`src/inc/fsp_defines.svh`:
```
// Function
// pointer is upper, high, low bytes concatenated
// low 21 bits program space, bit 21 config
// auto updates touch only low 21 bits
// pointer kept, post-inc, post-dec or pre-inc
// table read uses all 22 bits
// word array, pointer lsb picks byte
// table write fills holding register by bits 5:0
// program block chosen by pointer bits 21:6
// erase row chosen by bits 21:10
// erase unit is 1024 bytes only
// no bulk erase from own code
// software sets enable and erase select first
// keys 55h then AAh before start
// software loads pointer, masks interrupts, unlocks
// row erase stalls cpu about 2 ms
// long write halts cpu until timer ends
// program whole 64-byte blocks only
// table writes never touch flash array
// software starts program via control register
// holding registers kept after programming
// program each byte at most twice per erase
// start bit set only, cleared by hardware
// abort flag on reset mid-cycle or misuse
// key port reads as zero
// erase select cleared when erase completes
// start ignored unless both keys just preceded
`ifndef FSP_DEFINES_SVH
`define FSP_DEFINES_SVH
`define FSP_REG_PTRU 3'h0
`define FSP_REG_PTRH 3'h1
`define FSP_REG_PTRL 3'h2
`define FSP_REG_LATCH 3'h3
`define FSP_REG_CTRL 3'h4
`define FSP_REG_KEY 3'h5
`define FSP_CTRL_ERASE 4
`define FSP_CTRL_ABORT 3
`define FSP_CTRL_PROGRAM_WRITE_ENABLE 2
`define FSP_CTRL_START 1
`define FSP_KEY_FIRST 8'h55
`define FSP_KEY_SECOND 8'hAA
`define FSP_CLK_MHZ 40
`define FSP_LONG_WRITE_US 2000
`define FSP_LONG_WRITE_CYC (`FSP_LONG_WRITE_US * `FSP_CLK_MHZ)
`define FSP_ROW_BITS 10
`define FSP_BLK_BITS 6
`endif

```
`src/inc/fsp_pkg.sv`:
```
package fsp_pkg;
  typedef enum logic [1:0] {
    FSP_PTR_KEEP,
    FSP_PTR_POST_INC,
    FSP_PTR_POST_DEC,
    FSP_PTR_PRE_INC
  } fsp_ptr_mode_t;

  typedef enum logic [1:0] {
    FSP_IDLE,
    FSP_READ,
    FSP_LONG
  } fsp_state_t;

  typedef enum logic [1:0] {
    FSP_KEY_NONE,
    FSP_KEY_GOT1,
    FSP_KEY_GOT2
  } fsp_key_t;

  // cpu side register access
  typedef struct packed {
    logic wr;
    logic rd;
    logic [2:0] addr;
    logic [7:0] wdata;
  } fsp_reg_req_t;

  // table instruction request
  typedef struct packed {
    logic rd;
    logic wr;
    fsp_ptr_mode_t mode;
  } fsp_tbl_req_t;

  // flash array port
  typedef struct packed {
    logic rd;
    logic erase;
    logic prog;
    logic [20:0] waddr;
    logic cfg;
  } fsp_flash_cmd_t;

  typedef struct packed {
    logic [21:0] ptr;
    logic [7:0] latch;
    logic erase_sel;
    logic abort;
    logic program_write_enable;
    logic start;
    fsp_key_t key;
    fsp_state_t st;
    logic lsb;
    logic [31:0] cnt;
    logic [7:0] rdata;
    fsp_flash_cmd_t cmd;
  } fsp_state_vec_t;
endpackage : fsp_pkg

```
`src/design/fsp_hold_mem.sv`:
```
`timescale 1ns/1ps
// 64 byte holding buffer, registered read port
module fsp_hold_mem (
  input wire logic mclk,
  input wire logic we,
  input wire logic [5:0] waddr,
  input wire logic [7:0] wdata,
  input wire logic [5:0] raddr,
  output logic [7:0] rdata
);
  logic [7:0] mem [0:63];

  // no reset: contents survive programming cycles
  always_ff @(posedge mclk) begin
    if (we) begin
      mem[waddr] <= wdata;
    end
    rdata <= mem[raddr];
  end
endmodule : fsp_hold_mem

```
`src/design/fsp_table_access.sv`:
```
`timescale 1ns/1ps
`include "fsp_defines.svh"
module fsp_table_access #(
  parameter int unsigned LONG_WRITE_CYC = `FSP_LONG_WRITE_CYC
) (
  input wire logic mclk,
  input wire logic resetn,
  input fsp_pkg::fsp_reg_req_t reg_req,
  output logic [7:0] reg_rdata,
  input fsp_pkg::fsp_tbl_req_t tbl_req,
  output logic tbl_busy,
  output logic cpu_stall,
  output fsp_pkg::fsp_flash_cmd_t flash_cmd,
  input wire logic [15:0] flash_rword,
  input wire logic [5:0] hold_idx,
  output logic [7:0] hold_byte
);
  import fsp_pkg::*;

  fsp_state_vec_t s_ff;
  fsp_state_vec_t nxt_s;
  logic [21:0] ptr_pre;
  logic [21:0] ptr_use;
  logic hold_we;
  logic key_write;
  logic ctrl_write;
  logic start_req;
  logic [7:0] ctrl_rd;
  logic [5:0] hold_raddr;

  ////////////////////////////////////////////////////////////////////////
  // holding register storage
  assign hold_we = (s_ff.st == FSP_IDLE) && tbl_req.wr && !tbl_req.rd;
  assign hold_raddr = hold_idx;

  fsp_hold_mem u_hold (
    .mclk(mclk),
    .we(hold_we),
    .waddr(ptr_use[5:0]),
    .wdata(s_ff.latch),
    .raddr(hold_raddr),
    .rdata(hold_byte)
  );

  ////////////////////////////////////////////////////////////////////////
  // pointer arithmetic on low 21 bits only, bit 21 held
  always_comb begin
    ptr_pre = s_ff.ptr;
    if (tbl_req.mode == FSP_PTR_PRE_INC) begin
      ptr_pre = {s_ff.ptr[21], s_ff.ptr[20:0] + 21'h000001};
    end
    ptr_use = ptr_pre;
  end

  assign key_write = reg_req.wr && (reg_req.addr == `FSP_REG_KEY);
  assign ctrl_write = reg_req.wr && (reg_req.addr == `FSP_REG_CTRL);
  // only a rising request for start counts; setting by write alone
  assign start_req = ctrl_write && reg_req.wdata[`FSP_CTRL_START] && !s_ff.start;

  ////////////////////////////////////////////////////////////////////////
  // control readback, unimplemented bits zero
  always_comb begin
    ctrl_rd = 8'h00;
    ctrl_rd[`FSP_CTRL_ERASE] = s_ff.erase_sel;
    ctrl_rd[`FSP_CTRL_ABORT] = s_ff.abort;
    ctrl_rd[`FSP_CTRL_PROGRAM_WRITE_ENABLE] = s_ff.program_write_enable;
    ctrl_rd[`FSP_CTRL_START] = s_ff.start;
  end

  ////////////////////////////////////////////////////////////////////////
  // next state
  always_comb begin
    nxt_s = s_ff;
    nxt_s.cmd.rd = 1'b0;
    nxt_s.cmd.erase = 1'b0;
    nxt_s.cmd.prog = 1'b0;
    // register reads, one cycle after strobe
    if (reg_req.rd) begin
      if (reg_req.addr == `FSP_REG_PTRU) begin
        nxt_s.rdata = {2'b00, s_ff.ptr[21:16]};
      end else if (reg_req.addr == `FSP_REG_PTRH) begin
        nxt_s.rdata = s_ff.ptr[15:8];
      end else if (reg_req.addr == `FSP_REG_PTRL) begin
        nxt_s.rdata = s_ff.ptr[7:0];
      end else if (reg_req.addr == `FSP_REG_LATCH) begin
        nxt_s.rdata = s_ff.latch;
      end else if (reg_req.addr == `FSP_REG_CTRL) begin
        nxt_s.rdata = ctrl_rd;
      end else begin
        nxt_s.rdata = 8'h00;
      end
    end
    case (s_ff.st)
      FSP_IDLE: begin
        // pointer registers, see
        if (reg_req.wr && reg_req.addr == `FSP_REG_PTRU) begin
          nxt_s.ptr[21:16] = reg_req.wdata[5:0];
        end
        if (reg_req.wr && reg_req.addr == `FSP_REG_PTRH) begin
          nxt_s.ptr[15:8] = reg_req.wdata;
        end
        if (reg_req.wr && reg_req.addr == `FSP_REG_PTRL) begin
          nxt_s.ptr[7:0] = reg_req.wdata;
        end
        if (reg_req.wr && reg_req.addr == `FSP_REG_LATCH) begin
          nxt_s.latch = reg_req.wdata;
        end
        // key sequence tracker
        if (key_write) begin
          if (reg_req.wdata == `FSP_KEY_FIRST) begin
            nxt_s.key = FSP_KEY_GOT1;
          end else if (reg_req.wdata == `FSP_KEY_SECOND && s_ff.key == FSP_KEY_GOT1) begin
            nxt_s.key = FSP_KEY_GOT2;
          end else begin
            nxt_s.key = FSP_KEY_NONE;
          end
        end else if (reg_req.wr && !ctrl_write) begin
          nxt_s.key = FSP_KEY_NONE;
        end
        if (ctrl_write) begin
          nxt_s.erase_sel = reg_req.wdata[`FSP_CTRL_ERASE];
          nxt_s.program_write_enable = reg_req.wdata[`FSP_CTRL_PROGRAM_WRITE_ENABLE];
          // software may clear the abort flag, not set it
          if (!reg_req.wdata[`FSP_CTRL_ABORT]) begin
            nxt_s.abort = 1'b0;
          end
          nxt_s.key = FSP_KEY_NONE;
          if (start_req) begin
            if (s_ff.key == FSP_KEY_GOT2 && reg_req.wdata[`FSP_CTRL_PROGRAM_WRITE_ENABLE]) begin
              // launch long write, see
              nxt_s.start = 1'b1;
              nxt_s.st = FSP_LONG;
              nxt_s.cnt = 32'(LONG_WRITE_CYC - 1);
              // bit 21 selects config space either way, see
              nxt_s.cmd.cfg = s_ff.ptr[21];
              if (reg_req.wdata[`FSP_CTRL_ERASE]) begin
                // row only, never bulk, see
                nxt_s.cmd.erase = 1'b1;
                nxt_s.cmd.waddr = {s_ff.ptr[20:`FSP_ROW_BITS], 10'h000} >> 1;
              end else begin
                // whole block of 32 words, see
                nxt_s.cmd.prog = 1'b1;
                nxt_s.cmd.waddr = {s_ff.ptr[20:`FSP_BLK_BITS], 6'h00} >> 1;
              end
            end else begin
              nxt_s.abort = 1'b1;
            end
          end
        end
        // table instructions
        if (tbl_req.rd) begin
          // word address from all 22 bits, see
          nxt_s.cmd.rd = 1'b1;
          nxt_s.cmd.cfg = ptr_use[21];
          nxt_s.cmd.waddr = ptr_use[21:1];
          nxt_s.lsb = ptr_use[0];
          nxt_s.st = FSP_READ;
        end
        if (tbl_req.rd || tbl_req.wr) begin
          case (tbl_req.mode)
            FSP_PTR_POST_INC: begin
              nxt_s.ptr = {ptr_use[21], ptr_use[20:0] + 21'h000001};
            end
            FSP_PTR_POST_DEC: begin
              nxt_s.ptr = {ptr_use[21], ptr_use[20:0] - 21'h000001};
            end
            default: begin
              nxt_s.ptr = ptr_use;
            end
          endcase
        end
      end
      FSP_READ: begin
        // lsb picks high or low byte of the word, see
        nxt_s.latch = s_ff.lsb ? flash_rword[15:8] : flash_rword[7:0];
        nxt_s.st = FSP_IDLE;
      end
      FSP_LONG: begin
        // cpu held until timer expiry, see
        if (s_ff.cnt == 32'h00000000) begin
          nxt_s.st = FSP_IDLE;
          nxt_s.start = 1'b0;
          nxt_s.erase_sel = 1'b0;
        end else begin
          nxt_s.cnt = s_ff.cnt - 32'h00000001;
        end
      end
      default: begin
        nxt_s.st = FSP_IDLE;
      end
    endcase
  end

  ////////////////////////////////////////////////////////////////////////
  // state register; abort stays set by reset so a cut cycle shows
  always_ff @(posedge mclk or negedge resetn) begin
    if (!resetn) begin
      s_ff <= '0;
      s_ff.abort <= 1'b1;
    end else begin
      s_ff <= nxt_s;
    end
  end

  ////////////////////////////////////////////////////////////////////////
  // outputs
  assign reg_rdata = s_ff.rdata;
  assign flash_cmd = s_ff.cmd;
  assign cpu_stall = (s_ff.st == FSP_LONG);
  assign tbl_busy = (s_ff.st != FSP_IDLE);
endmodule : fsp_table_access

```
`config.mk`:
```
export PLATFORM = sky130hd
export DESIGN_NAME = fsp_table_access
export DESIGN_NICKNAME = d
export VERILOG_FILES = /design/src/inc/fsp_pkg.sv /design/src/design/fsp_hold_mem.sv /design/src/design/fsp_table_access.sv
export VERILOG_INCLUDE_DIRS = /design/src /design/src/inc
export SDC_FILE = /design/constraint.sdc
export NUM_CORES = 1
export LEC_CHECK = 0
export BUFFER_PORTS_ARGS = -buffer_cell sky130_fd_sc_hd__buf_2
export CAP_MARGIN = 20
export CORE_UTILIZATION = 25
export DETAILED_ROUTE_END_ITERATION = 6
export GPL_TIMING_DRIVEN = 0
export PLACE_DENSITY_LB_ADDON = 0.25
export SLEW_MARGIN = 40
export SYNTH_ARGS = -nofsm -noshare
export SYNTH_HDL_FRONTEND = slang
export SYNTH_HIERARCHICAL = 1
export SYNTH_SLANG_ARGS = --single-unit
export TNS_END_PERCENT = 30
```
`constraint.sdc`:
```
create_clock -name mclk -period 10.52 [get_ports mclk]
set_clock_uncertainty 0.1 [all_clocks]
set_input_delay 1.052 -clock mclk [delete_from_list [all_inputs] [get_ports mclk]]
set_output_delay 1.052 -clock mclk [all_outputs]
set_load 0.005 [all_outputs]
```
**Yosys cells after proc, flatten, opt, wreduce, memory -nomap -nowiden**

Memory sizes are Yosys's and may differ from the RTL's. A register that Yosys moved wholly into a read port is not among the register bits.
Cells that the tools add are included.

- Reduce and logical (&&, ||, !) cells: 42
- Equal/unequal tests: 23
- Muxes and demuxes: 48
- Add/sub/neg operators: 4

Operators by type and width:

| operator | count |
|---|---|
| $mux 32 | 4 |
| $mux 24 | 3 |
| $mux 8 | 9 |
| $pmux 32 s2 | 1 |
| $mux 22 | 2 |
| $add 21x1->21 const B | 2 |
| $pmux 21 s2 | 1 |
| $logic_not 32->1 | 1 |
| $sub 32x1->32 const B | 1 |
| $mux 25 | 1 |
| $mux 21 | 1 |
| $sub 21x1->21 const B | 1 |
| $reduce_bool 2->1 | 9 |
| $pmux 8 s2 | 1 |
| $mux 2 | 7 |
| $reduce_and 2->1 | 7 |
| $logic_and 1x1->1 | 13 |
| $mux 1 | 11 |
| $reduce_and 5->1 | 2 |
| $mux 9 | 1 |
| $eq 2x2->1 const B | 4 |
| $eq 8x7->1 const B | 1 |
| $eq 8x8->1 const B | 1 |
| $reduce_and 4->1 | 2 |
| 19 further kinds | 31 |

- RAM bits: 512
- Register bits: 104
- Input port bits: 41
- Logic and storage cells: 136
- Output and inout bits: 43
- Memories kept: 1

Memory list:

| memory | depth | width | read ports | clocked after Yosys merged registers in | wr ports | RTL line | text |
|---|---|---|---|---|---|---|---|
| u_hold.mem | 64 | 8 | 1 | 1 | 1 | fsp_hold_mem.sv:11 | `logic [7:0] mem [0:63];` |

**Depth between registers and ports, before layout**

Gate-level depths: netlist of the first run.

- Word-level depth: 9
- Gate-level depth with buffers: 16
- Gate-level depth less buffers: 15

**Hierarchy**

The synthesis of the first run kept the hierarchy.

Modules (own cells, without submodules):

| module | instances | cells an instance | area an instance (um2) |
|---|---|---|---|
| fsp_hold_mem | 1 | 940 | 20166.8 |
| fsp_table_access | 1 | 857 | 7273.2 |

**Worst setup path before layout of the first run**

OpenSTA, ideal clock, no wires.

- Kind: input-to-reg
- Start point: input port tbl_req[0] (netlist bit)
- End point: register s_ff[98] (netlist bit)
- Data arrival time: 4372 ps
- Required time: 10271 ps
- Cell stages on the path: 16
- Setup time: 149 ps
- Slack: 5898 ps
- Path buffers: 1
- Path through: inv_1 -> ha_1 -> inv_1 -> buf_1 -> fa_1 -> nor2b_1 -> or3_1 -> o2111ai_1 -> nand3_1 -> o31a_1 -> o31a_1 -> or2_1 -> a311oi_1 -> xor2_1 -> mux2i_1 -> o221ai_1

- Cells in the longest elaborated chain, start to end: 5

Ends and longest elaborated chain:

| item | RTL line | text |
|---|---|---|
| start, declared | fsp_table_access.sv:10 | `input fsp_pkg::fsp_tbl_req_t tbl_req,` |
| $eq 2x2->1 | fsp_table_access.sv:49 | `if (tbl_req.mode == FSP_PTR_PRE_INC) begin` |
| $mux 21 | fsp_table_access.sv:49 |  |
| $sub 21x1->21 / $add 21x1->21 (equally long branches) | fsp_table_access.sv:165, fsp_table_access.sv:162 |  |
| $pmux 21 s2 * | fsp_table_access.sv:160 | `case (tbl_req.mode)` |
| $mux 22 * | fsp_table_access.sv:159 | `if (tbl_req.rd \|\| tbl_req.wr) begin` |
| end signal, assigned | fsp_table_access.sv:201 | `s_ff <= nxt_s;` |
| end, declared | fsp_table_access.sv:20 | `fsp_state_vec_t s_ff;` |

Every way passes the cells marked *; elsewhere a longest branch is shown, timed or not.
A chain may end at the register's enable or synchronous reset.

**Worst setup path in the final report of the first run**

- Start point: input port tbl_req[0] (netlist bit)
- End point: register s_ff[96] (netlist bit)

The elaborated chain is that of the path after synthesis.

==> results of run 1 <==
## power breakdown
| group | total [mW] | switching [mW] | internal, mW |
|---|---|---|---|
| clock network | 2.52 | 1.02 | 1.50 |
| registers | 2.66 | 0.00676 | 2.66 |
| logic | 0.220 | 0.144 | 0.0755 |
## logic make-up after synthesis
group,Yosys count
AOI/OAI and AO/OA,264
adders and majority gates,18
and+or+nand+nor,475
muxes,185
xor gates and xnor gates,72
buffers and inverters,159
DFF,624
## final timing paths
check / slack (ps) / cells after the start / endpoint
max: 5230 / 17 / s_ff[96]$_DFFE_PN0P_
min in group mclk: 370 / 2 / flash_cmd[4]$_DFFE_PN0P_
min reg2reg: 370 / 2 / flash_cmd[4]$_DFFE_PN0P_
max reg2reg: 5740 / 15 / s_ff[96]$_DFFE_PN0P_
max in group asynchronous: 9440 / 2 / flash_cmd[2]$_DFFE_PN0P_
min: 240 / 1 / s_ff[42]$_DFFE_PN0P_
## layer usage
metal  GRT usage  part of all wire  vias up
li1            -                 -     7296
met1       0.193              0.45     8689
met2       0.226              0.47      512
met3      0.0226             0.050      132
met4      0.0450             0.028        4
met5           0           0.00029        -
## cells in the mapped netlist (all sizes together), types with 6 or more instances
cell type | instances | area (µm²)
edfxtp | 512 | 15400
nor2 | 164 | 616
mux4 | 128 | 2880
nand2 | 120 | 450
dfrtp | 103 | 2580
buf | 80 | 563
a21oi | 60 | 304
o21ai | 53 | 265
xnor2 | 46 | 433
clkbuf | 45 | 169
nor3 | 37 | 200
mux2i | 35 | 350
inv | 32 | 120
nand3 | 32 | 160
o22ai | 28 | 175
xor2 | 25 | 219
nor2b | 23 | 144
mux2 | 22 | 251
ha | 17 | 213
a22oi | 16 | 120
nand2b | 15 | 93.8
nand4 | 13 | 93.8
nor4 | 13 | 93.8
or3 | 12 | 75.1
o221ai | 10 | 93.8
a211oi | 9 | 67.6
o31ai | 9 | 67.6
a21o | 8 | 60.1
dfxtp | 8 | 160
o211ai | 7 | 57.6
or4 | 7 | 52.6
a221oi | 6 | 52.6
a31oi | 6 | 37.5
and2 | 6 | 37.5
and3 | 6 | 37.5
## final cells by class
| cell class | count | area, µm² |
|---|---|---|
| clock buffer | 86 | 1830 |
| timing repair buffer | 88 | 599 |
| clock inverter | 41 | 533 |
| multi-input combinational | 1014 | 8630 |
| buffer | 125 | 736 |
| fill | 10800 | 76500 |
| sequential | 624 | 18200 |
| inverter | 34 | 128 |
| tap | 1414 | 1770 |
## sequential cells by signal (all words and copies together) (netlist names)
name          count
reg_rdata         8
ctrl_rd           4
u_hold/mem      512
s_ff             67
flash_cmd        25
u_hold/rdata      8
## layout by cell type, fill, tap and decap left out, types with 21 or more instances in the layout
cell type | netlist | final
buf_4 | 46 | 46
dfrtp_1 | 103 | 95
nor2_1 | 164 | 108
xor2_1 | 25 | 24
nand3_1 | 32 | 31
nor2_2 | 0 | 56
xnor2_1 | 42 | 41
o22ai_1 | 28 | 28
inv_1 | 32 | 32
clkbuf_1 | 45 | 57
mux4_2 | 128 | 128
a21oi_1 | 59 | 59
o21ai_0 | 48 | 48
clkbuf_16 | 0 | 69
edfxtp_1 | 512 | 512
mux2_2 | 21 | 21
nor2b_1 | 23 | 23
nor3_1 | 34 | 32
mux2i_1 | 35 | 35
nand2_1 | 120 | 120
buf_2 | 16 | 95
## worst max-delay path, delay by kind of cell
family | cells | cell delay, ps
buffers and inverters | 4 | 1000
and+or+nand+nor | 4 | 1000
AOI/OAI and AO/OA | 6 | 1710
muxes | 1 | 140
adders and majority gates | 2 | 790
==> results.sh, run 1 <==
export IMPL_die_width_um=333
export IMPL_rows=121
export IMPL_wirelength_mm=78.9
export IMPL_yosys_area_share_xor_xnor=0.0246
export IMPL_final_hold_viol_count=0
export IMPL_drt_iter0_markers=1419
export IMPL_synth_seq_cells=624
export IMPL_clk_pin_slew_ps=60
export IMPL_initial_core_util=0.252
export IMPL_netlist_instances=1797
export IMPL_drc_errors=0
export IMPL_grt_first_pass_wirelength_mm=116
export IMPL_ctsHoldBuffers=0
export IMPL_areaGrowthSynthToFinish_pct=18.1
export IMPL_pwr_density_cell_nw_per_um2=167
export IMPL_ios=84
export IMPL_cts_buffers=69
export IMPL_tritoncts="done"
export IMPL_ys_flop_type="edfxtp_1"
export IMPL_grt_usage=0.141
export IMPL_relSlewSlack=0.343
export IMPL_cap_violations=0
export IMPL_stdcell_area_um2=32400
export IMPL_hold_slack_ps=236
export IMPL_power_mw=5.40
export IMPL_post_route_util=0.298
export IMPL_die_h_um=333
export IMPL_drive_gt1_frac=0.253
export IMPL_seq_area_frac_synth=0.661
export IMPL_crit_type="primary input to flip-flop"
export IMPL_core_area_um2=109000
export IMPL_synthAdderAreaFrac=0.00848
export IMPL_synth_compound_area_frac=0.0644
export IMPL_gp_congestion=0.827
export IMPL_status="finished, final reports clean"
export IMPL_synth_top_family_by_area="multiplexers"
export IMPL_setup_slack_ps=5230
export IMPL_cpPeakStageDelay_ps=670
export IMPL_fin_nets=2015
export IMPL_crit_start="tbl_req[0]"
export IMPL_first_global_vias=17000
export IMPL_critPathSlowestCell="o41ai_1"
export IMPL_crit_chain="buf_2, inv_1, ha_1, inv_1, buf_1, fa_1, nor2b_1, or3_1, o2111ai_1, nand3_1, o31a_1, o31a_1, nor3_1, mux2i_1, o41ai_1, a211oi_1, a21o_1"
export IMPL_dp_cells=3298
export IMPL_vias=16600
export IMPL_synth_simple_area_share=0.0832
export IMPL_hold_class="primary input to async pin"
export IMPL_synth_edff_count=512
export IMPL_finalSetupTns_ps=0
export IMPL_ctsResizeCount=0
export IMPL_fmax_mhz=189
export IMPL_worst_pin_slew_ps=961
export IMPL_rr_startpoint="s_ff[82]$_DFFE_PN0P_"
export IMPL_syn_num_nets=1856
export IMPL_muxShareOfSynthArea=0.127
export IMPL_end_kind="flip-flop"
export IMPL_period_minus_slack_ps=5290
export IMPL_drtPass1Iterations=5
export IMPL_dp_hpwl_mm=54.9
export IMPL_power_leakage_nw=12.2
export IMPL_cts_max_level=3
export IMPL_syn_area_per_cell_um2=15.3
export IMPL_cp_start_kind="primary input"
export IMPL_post_route_period_util=0.503
export IMPL_diodes=0
export IMPL_clock_latency_ps=620
export IMPL_crit_fanout=16
export IMPL_portBuffers=78
export IMPL_required_ps=10930
export IMPL_final_cells=3426
export IMPL_worst_ep_arrival_time_ps=5690
export IMPL_irDropWorstVdd_mv=0.103
export IMPL_async_flop_share=0.167
export IMPL_synth_cell_types=88
export IMPL_fp_dieArea_um2=111000
export IMPL_final_max_slew_viol_count=0
export IMPL_vias_per_cell=4.85
export IMPL_root_buffer="clkbuf_16"
export IMPL_antenna_found_initial=2
export IMPL_clock_path_buffers=3
export IMPL_pre_cts_slack_ps=4630
export IMPL_synthesis_area_um2=27400
export IMPL_dpl_cell_area_um2=29900
export IMPL_cts_setup_buffers=0
export IMPL_cts_sinks=624
export IMPL_antenna_left=0
export IMPL_wl_per_cell_um=23.0
export IMPL_setup_viol=0
export IMPL_grt_max_degree=59
export IMPL_grt_setup_unrepaired="false"
export IMPL_synth_warnings=6
export IMPL_overflow=0
No activity file was read; power rests on OpenSTA's default activity.
==> run 2: changes to the inputs <==
--- a/config.mk
+++ b/config.mk
@@ -6,6 +6,7 @@
 export SDC_FILE = /design/constraint.sdc
 export NUM_CORES = 1
 export LEC_CHECK = 0
+export ABC_AREA = 1
 export BUFFER_PORTS_ARGS = -buffer_cell sky130_fd_sc_hd__buf_2
 export CAP_MARGIN = 20
 export CORE_UTILIZATION = 25
==> constraint.sdc (replaced) <==
create_clock -name mclk -period 4.69 [get_ports mclk]
set_clock_uncertainty 0.1 [all_clocks]
set_input_delay 0.469 -clock mclk [delete_from_list [all_inputs] [get_ports mclk]]
set_output_delay 0.469 -clock mclk [all_outputs]
set_load 0.005 [all_outputs]
==> run 2 against run 1 <==
Count of clock-buffer cells in the layout grew 3. Register-to-register slack lost 4800 ps. Cell count grew 38%. Critical path depth shrank 11. Sequential cell count is the same. Worst hold slack lost 160 ps. Critical endpoint is now u_hold/mem[46][4]$_DFFE_PP_. Routed wire length grew 22%. Die area grew 6.3%.
==> results.sh, run 2 <==
export IMPL_status="finished, final reports clean"
export IMPL_post_route_util=0.299
export IMPL_drc_errors=0
export IMPL_power_mw=15.2
export IMPL_syn_area_per_cell_um2=9.83
export IMPL_syn_num_nets=3027
export IMPL_synth_edff_count=512
export IMPL_fp_dieArea_um2=118000
export IMPL_vias=22300
export IMPL_first_global_vias=21200
export IMPL_antenna_found_initial=2
export IMPL_gr_usage_met3=0.0197
export IMPL_worst_pin_slew_ps=869
export IMPL_synthesis_area_um2=29200
export IMPL_grt_usage=0.162
export IMPL_antenna_left=0
export IMPL_root_buffer="clkbuf_16"
export IMPL_regMostFlops="u_hold/mem"
export IMPL_grt_max_degree=68
export IMPL_critPathSlowestCell="nor2_1"
export IMPL_cts_max_level=3
export IMPL_crit_fanout=9
export IMPL_top_usage_layer="met2"
export IMPL_die_width_um=344
export IMPL_ctsResizeCount=0
export IMPL_grt_setup_unrepaired="false"
export IMPL_clock_latency_ps=660
export IMPL_async_flop_share=0.167
export IMPL_areaGrowthSynthToFinish_pct=17.9
export IMPL_wirelength_mm=96.0
export IMPL_tritoncts="done"
export IMPL_cts_sinks=624
export IMPL_final_cells=4727
export IMPL_synth_seq_cells=624
export IMPL_ctsHoldBuffers=6
export IMPL_portBuffers=78
export IMPL_diodes=0
export IMPL_post_synth_top_count_cell="nand2_1"
export IMPL_finalSetupTns_ps=0
export IMPL_fmax_mhz=264
export IMPL_crit_chain="ha_1, nand2_4, xor2_1, clkbuf_1, nand4_1, nor2_1"
export IMPL_dpl_cell_area_um2=31900
export IMPL_cpPeakStageDelay_ps=890
export IMPL_relSlewSlack=0.421
export IMPL_synth_top_cells_by_count="nand2_1 (880), nand3_1 (526), edfxtp_1 (512)"
export IMPL_hold_class="primary input to flip-flop"
export IMPL_dp_hpwl_mm=70.1
export IMPL_cap_violations=0
export IMPL_core_area_um2=115000
export IMPL_dp_cells=4588
export IMPL_hold_slack_ps=72.6
export IMPL_register_area_um2=18200
export IMPL_layout_commonest_cell="nand2_1"
export IMPL_required_ps=4820
export IMPL_seq_area_frac_synth=0.621
export IMPL_period_minus_slack_ps=3790
export IMPL_irDropWorstVdd_mv=0.278
export IMPL_clk_pin_slew_ps=60
export IMPL_crit_type="flip-flop to flip-flop"
export IMPL_vias_per_cell=4.72
export IMPL_rows=124
export IMPL_setup_slack_ps=905
export IMPL_power_leakage_nw=13.5
export IMPL_netlist_instances=2968
export IMPL_end_kind="flip-flop"
export IMPL_ios=84
export IMPL_gr_usage_met1=0.229
export IMPL_die_h_um=344
export IMPL_multi_input_area_um2=9270
export IMPL_pwr_density_cell_nw_per_um2=442
export IMPL_final_max_slew_viol_count=0
export IMPL_nFillCells=11900
export IMPL_grt_first_pass_wirelength_mm=141
export IMPL_path_buf_inv=1
export IMPL_drt_iter0_markers=2214
export IMPL_post_route_period_util=0.807
export IMPL_final_hold_viol_count=0
export IMPL_stdcell_area_um2=34400
export IMPL_cts_buffers=73
export IMPL_ys_flop_type="edfxtp_1"
export IMPL_fin_nets=3216
export IMPL_synthTopCellsByArea="edfxtp_1 (53%), nand2_1 (11%), nand3_1 (9.0%), dfrtp_1 (8.8%), nor2_1 (3.1%)"
export IMPL_synth_warnings=6
export IMPL_initial_core_util=0.254
export IMPL_clock_path_buffers=3
export IMPL_cts_setup_buffers=0
export IMPL_setup_viol=0
export IMPL_synth_top_cell_area_share=0.527
export IMPL_pre_cts_slack_ps=679
export IMPL_cp_start_kind="flip-flop"
export IMPL_cpLargestDelayFamily="simple AND/OR/NAND/NOR gates"
export IMPL_drive_gt1_frac=0.132
export IMPL_drtPass1Iterations=5
export IMPL_synth_cell_types=57
export IMPL_final_cell_mix="nand2_1 (880), nand3_1 (526), edfxtp_1 (512), nor2_1 (217), inv_1 (179)"
export IMPL_synth_area_leader_cell="edfxtp_1"
export IMPL_gp_congestion=0.916
export IMPL_worst_ep_arrival_time_ps=3910
export IMPL_wl_per_cell_um=20.3
export IMPL_largest_reg_flops=512
export IMPL_grt_use_met2=0.258
export IMPL_overflow=0
==> run 2: cell types whose count changed after synthesis, sizes merged, moves of 22 or more <==
| cell | before | now |
|---|---|---|
| nor2b | 23 | 0 |
| inv | 32 | 188 |
| nor2 | 164 | 255 |
| nand3 | 32 | 528 |
| xnor2 | 46 | 0 |
| mux4 | 128 | 0 |
| buf | 80 | 139 |
| mux2 | 22 | 0 |
| o21ai | 53 | 75 |
| mux2i | 35 | 0 |
| nand2 | 120 | 889 |
==> run 2: layout make-up <==
cell class,count,area share
sequential,624,0.528
multi-input combinational,1985,0.269
clock buffer,89,0.0569
tap,1512,0.0550
buffer,170,0.0341
timing repair buffer,114,0.0231
inverter,189,0.0209
clock inverter,44,0.0127
==> run 2: final timing paths <==
| kind | end | slack (ps) | startpoint | cells past startpoint |
|---|---|---|---|---|
| worst max register to register | u_hold/mem[46][4]$_DFFE_PP_ | 900 | s_ff[82]$_DFFE_PN0P_ | 6 |
| max in group asynchronous | s_ff[75]$_DFFE_PN0P_ | 3590 | resetn | 3 |
| worst min register to register | ctrl_rd[2]$_DFFE_PN0P_ | 390 | ctrl_rd[2]$_DFFE_PN0P_ | 2 |
| worst max-delay path | u_hold/mem[46][4]$_DFFE_PP_ | 900 | s_ff[82]$_DFFE_PN0P_ | 6 |
| worst min-delay path | s_ff[77]$_DFFE_PN0P_ | 70 | reg_req[3] | 3 |
| min in group asynchronous | flash_cmd[17]$_DFFE_PN0P_ | 190 | resetn | 2 |
==> run 2: worst register-to-register path, delay by kind of cell, from the launching register on <==
family,cells,cell delay (ps)
adders and majority gates,1,300
DFF,1,430
buffers and inverters,1,440
xor gates and xnor gates,1,400
and+or+nand+nor,3,1690
==> run 2: cells by family after synthesis <==
group / share of synthesized area
xor+xnor: 0.00600
compound gates: 0.0404
flops: 0.621
simple gates: 0.259
buf+inv: 0.0648
fa+ha+maj: 0.00797
==> run 2: power breakdown <==
| part | internal (mW) | leakage [nW] | switching [mW] |
|---|---|---|---|
| clock | 3.32 | 1.17 | 2.38 |
| combinational | 0.821 | 6.47 | 1.93 |
| sequential | 6.45 | 5.90 | 0.309 |
| total | 10.6 | 13.5 | 4.61 |
==> run 2: per-layer routing <==
| layer | wire, µm | vias to the layer above |
|---|---|---|
| met5 | 0 | - |
| met4 | 2380 | 0 |
| met3 | 5010 | 143 |
| met2 | 43700 | 666 |
| met1 | 44900 | 11000 |
| li1 | - | 10500 |
==> run 3: changes to the inputs <==
==> constraint.sdc (replaced) <==
create_clock -name mclk -period 3.65 [get_ports mclk]
set_clock_uncertainty 0.1 [all_clocks]
set_input_delay 0.365 -clock mclk [delete_from_list [all_inputs] [get_ports mclk]]
set_output_delay 0.365 -clock mclk [all_outputs]
set_load 0.005 [all_outputs]
==> run 3 against run 2 <==
The run now ends with setup timing left. Worst hold slack got worse by 25 ps. Register-to-register slack got worse by 980 ps. Global-route usage about the same. Critical endpoint is now u_hold/mem[14][3]$_DFFE_PP_. Largest power group unchanged.
==> results.sh, run 3 (same netlist as run 2, synthesis figures left out) <==
export IMPL_period_minus_slack_ps=3730
export IMPL_clk_pin_slew_ps=60
export IMPL_drtPass1Iterations=5
export IMPL_largest_reg_flops=512
export IMPL_final_max_slew_viol_count=0
export IMPL_crit_start="s_ff[82]$_DFFE_PN0P_"
export IMPL_nFillCells=11900
export IMPL_dp_hpwl_mm=70.1
export IMPL_seq_power_share=0.444
export IMPL_die_width_um=344
export IMPL_overflow=0
export IMPL_antenna_found_initial=2
export IMPL_wirelength_mm=96.1
export IMPL_grt_max_degree=68
export IMPL_drc_errors=0
export IMPL_power_leakage_nw=13.6
export IMPL_rr_startpoint="s_ff[82]$_DFFE_PN0P_"
export IMPL_areaGrowthSynthToFinish_pct=18.3
export IMPL_rows=124
export IMPL_drive_gt1_frac=0.133
export IMPL_finalSetupTns_ps=-1400
export IMPL_dpl_cell_area_um2=31900
export IMPL_required_ps=3780
export IMPL_clock_latency_ps=660
export IMPL_switching_power_mw=5.93
export IMPL_layout_commonest_cell="nand2_1"
export IMPL_relSlewSlack=0.428
export IMPL_critPathSlowestCell="nor2_1"
export IMPL_power_mw=19.6
export IMPL_crit_fanout=9
export IMPL_wl_per_cell_um=20.3
export IMPL_initial_core_util=0.254
export IMPL_fin_nets=3227
export IMPL_vias=22300
export IMPL_cp_start_kind="flip-flop"
export IMPL_setup_viol=35
export IMPL_cts_max_level=3
export IMPL_grt_setup_unrepaired="true"
export IMPL_die_h_um=344
export IMPL_crit_type="flip-flop to flip-flop"
export IMPL_hold_path_startpoint="flash_rword[3]"
export IMPL_first_global_vias=21300
export IMPL_crit_chain="ha_1, nand2_4, xor2_1, clkbuf_1, nand4_1, nor2_1"
export IMPL_clkPwrFrac=0.375
export IMPL_final_cell_mix="nand2_1 (880), nand3_1 (526), edfxtp_1 (512), nor2_1 (214), inv_1 (179)"
export IMPL_fmax_mhz=268
export IMPL_multi_input_area_um2=9280
export IMPL_grt_usage=0.162
export IMPL_setup_slack_ps=-76.0
export IMPL_portBuffers=78
export IMPL_root_buffer="clkbuf_16"
export IMPL_status="finished with violations"
export IMPL_internal_power_mw=13.6
export IMPL_drt_iter0_markers=2039
export IMPL_tritoncts="done"
export IMPL_stdcell_area_um2=34500
export IMPL_regMostFlops="u_hold/mem"
export IMPL_end_kind="flip-flop"
export IMPL_antenna_left=0
export IMPL_cts_buffers=73
export IMPL_cpPeakStageDelay_ps=830
export IMPL_irDropWorstVdd_mv=0.356
export IMPL_clock_path_buffers=3
export IMPL_post_route_period_util=1.02
export IMPL_gp_congestion=0.916
export IMPL_ios=84
export IMPL_hold_class="primary input to flip-flop"
export IMPL_hold_slack_ps=47.4
export IMPL_cap_violations=0
export IMPL_vias_per_cell=4.70
export IMPL_violations="setup timing"
export IMPL_final_hold_viol_count=0
export IMPL_switching_share=0.303
export IMPL_power_frac_comb=0.181
export IMPL_cts_sinks=624
export IMPL_worst_pin_slew_ps=858
export IMPL_fp_dieArea_um2=118000
export IMPL_pwr_density_cell_nw_per_um2=566
export IMPL_core_area_um2=115000
export IMPL_register_area_um2=18200
export IMPL_worst_ep_arrival_time_ps=3860
export IMPL_grt_first_pass_wirelength_mm=141
==> run 3: power groups by stage <==
stage	Sequential (mW)	Combinational [mW]	Clock, mW
floorplan	8.76	2.06	0
global placement	9.16	3.09	0
detailed placement	8.84	3.51	0
CTS	8.70	3.54	7.48
global route	8.74	3.91	7.71
finish	8.69	3.55	7.33
==> run 3: repair_timing <==
| action | 4_1_cts | 5_1_grt |
|---|---|---|
| resized for setup | 1 | 2 |
| endpoints found under the setup margin | 3 | 119 |
| buffers inserted | 0 | 0 |
| hold buffers | 17 | 0 |
| endpoints found under the hold margin | 116 | 0 |
| pin swaps | 0 | 0 |
==> run 3: final cells by class <==
type / count / share of cell area
antenna: 1 / 0.0000725
buffer: 170 / 0.0339
clock buffer: 89 / 0.0567
clock inverter: 44 / 0.0126
inverter: 189 / 0.0208
multi-input combinational: 1985 / 0.269
sequential: 624 / 0.526
tap: 1512 / 0.0548
timing repair buffer: 125 / 0.0262
==> run 3: worst paths after layout <==
kind | endpoint | slack [ps] | cells past startpoint
worst max-delay path | u_hold/mem[14][3]$_DFFE_PP_ | -80 | 6
worst min-delay path | s_ff[77]$_DFFE_PN0P_ | 50 | 5
worst max register to register | u_hold/mem[14][3]$_DFFE_PP_ | -80 | 6
worst min register to register | reg_rdata[7]$_DFFE_PN0P_ | 390 | 2
max in group asynchronous | s_ff[75]$_DFFE_PN0P_ | 2650 | 3
min in group asynchronous | flash_cmd[17]$_DFFE_PN0P_ | 90 | 2
==> run 3: through the flow <==
stage               std cells  setup WS (ps)  utilization
finish                   4739          -76.0        0.300
global route             4738           -187        0.300
CTS                      4738           1.02        0.300
detailed placement       4588           -257        0.278
global placement         4558           -973        0.274
floorplan                2968            717            -
==> run 3: critical path: cells and delay by family (launching register included) <==
kind	cells	cell delay, ps
and+or+nand+nor	3	1650
DFF	1	430
buffers and inverters	1	430
xor gates and xnor gates	1	410
adders and majority gates	1	290
==> run 3: routing by layer <==
layer | GRT usage | wire [µm] | vias up
met5 | 0 | 0 | -
met4 | 0.0476 | 2400 | 0
met3 | 0.0199 | 4970 | 143
met2 | 0.258 | 43800 | 664
met1 | 0.230 | 45000 | 10900
li1 | - | - | 10600
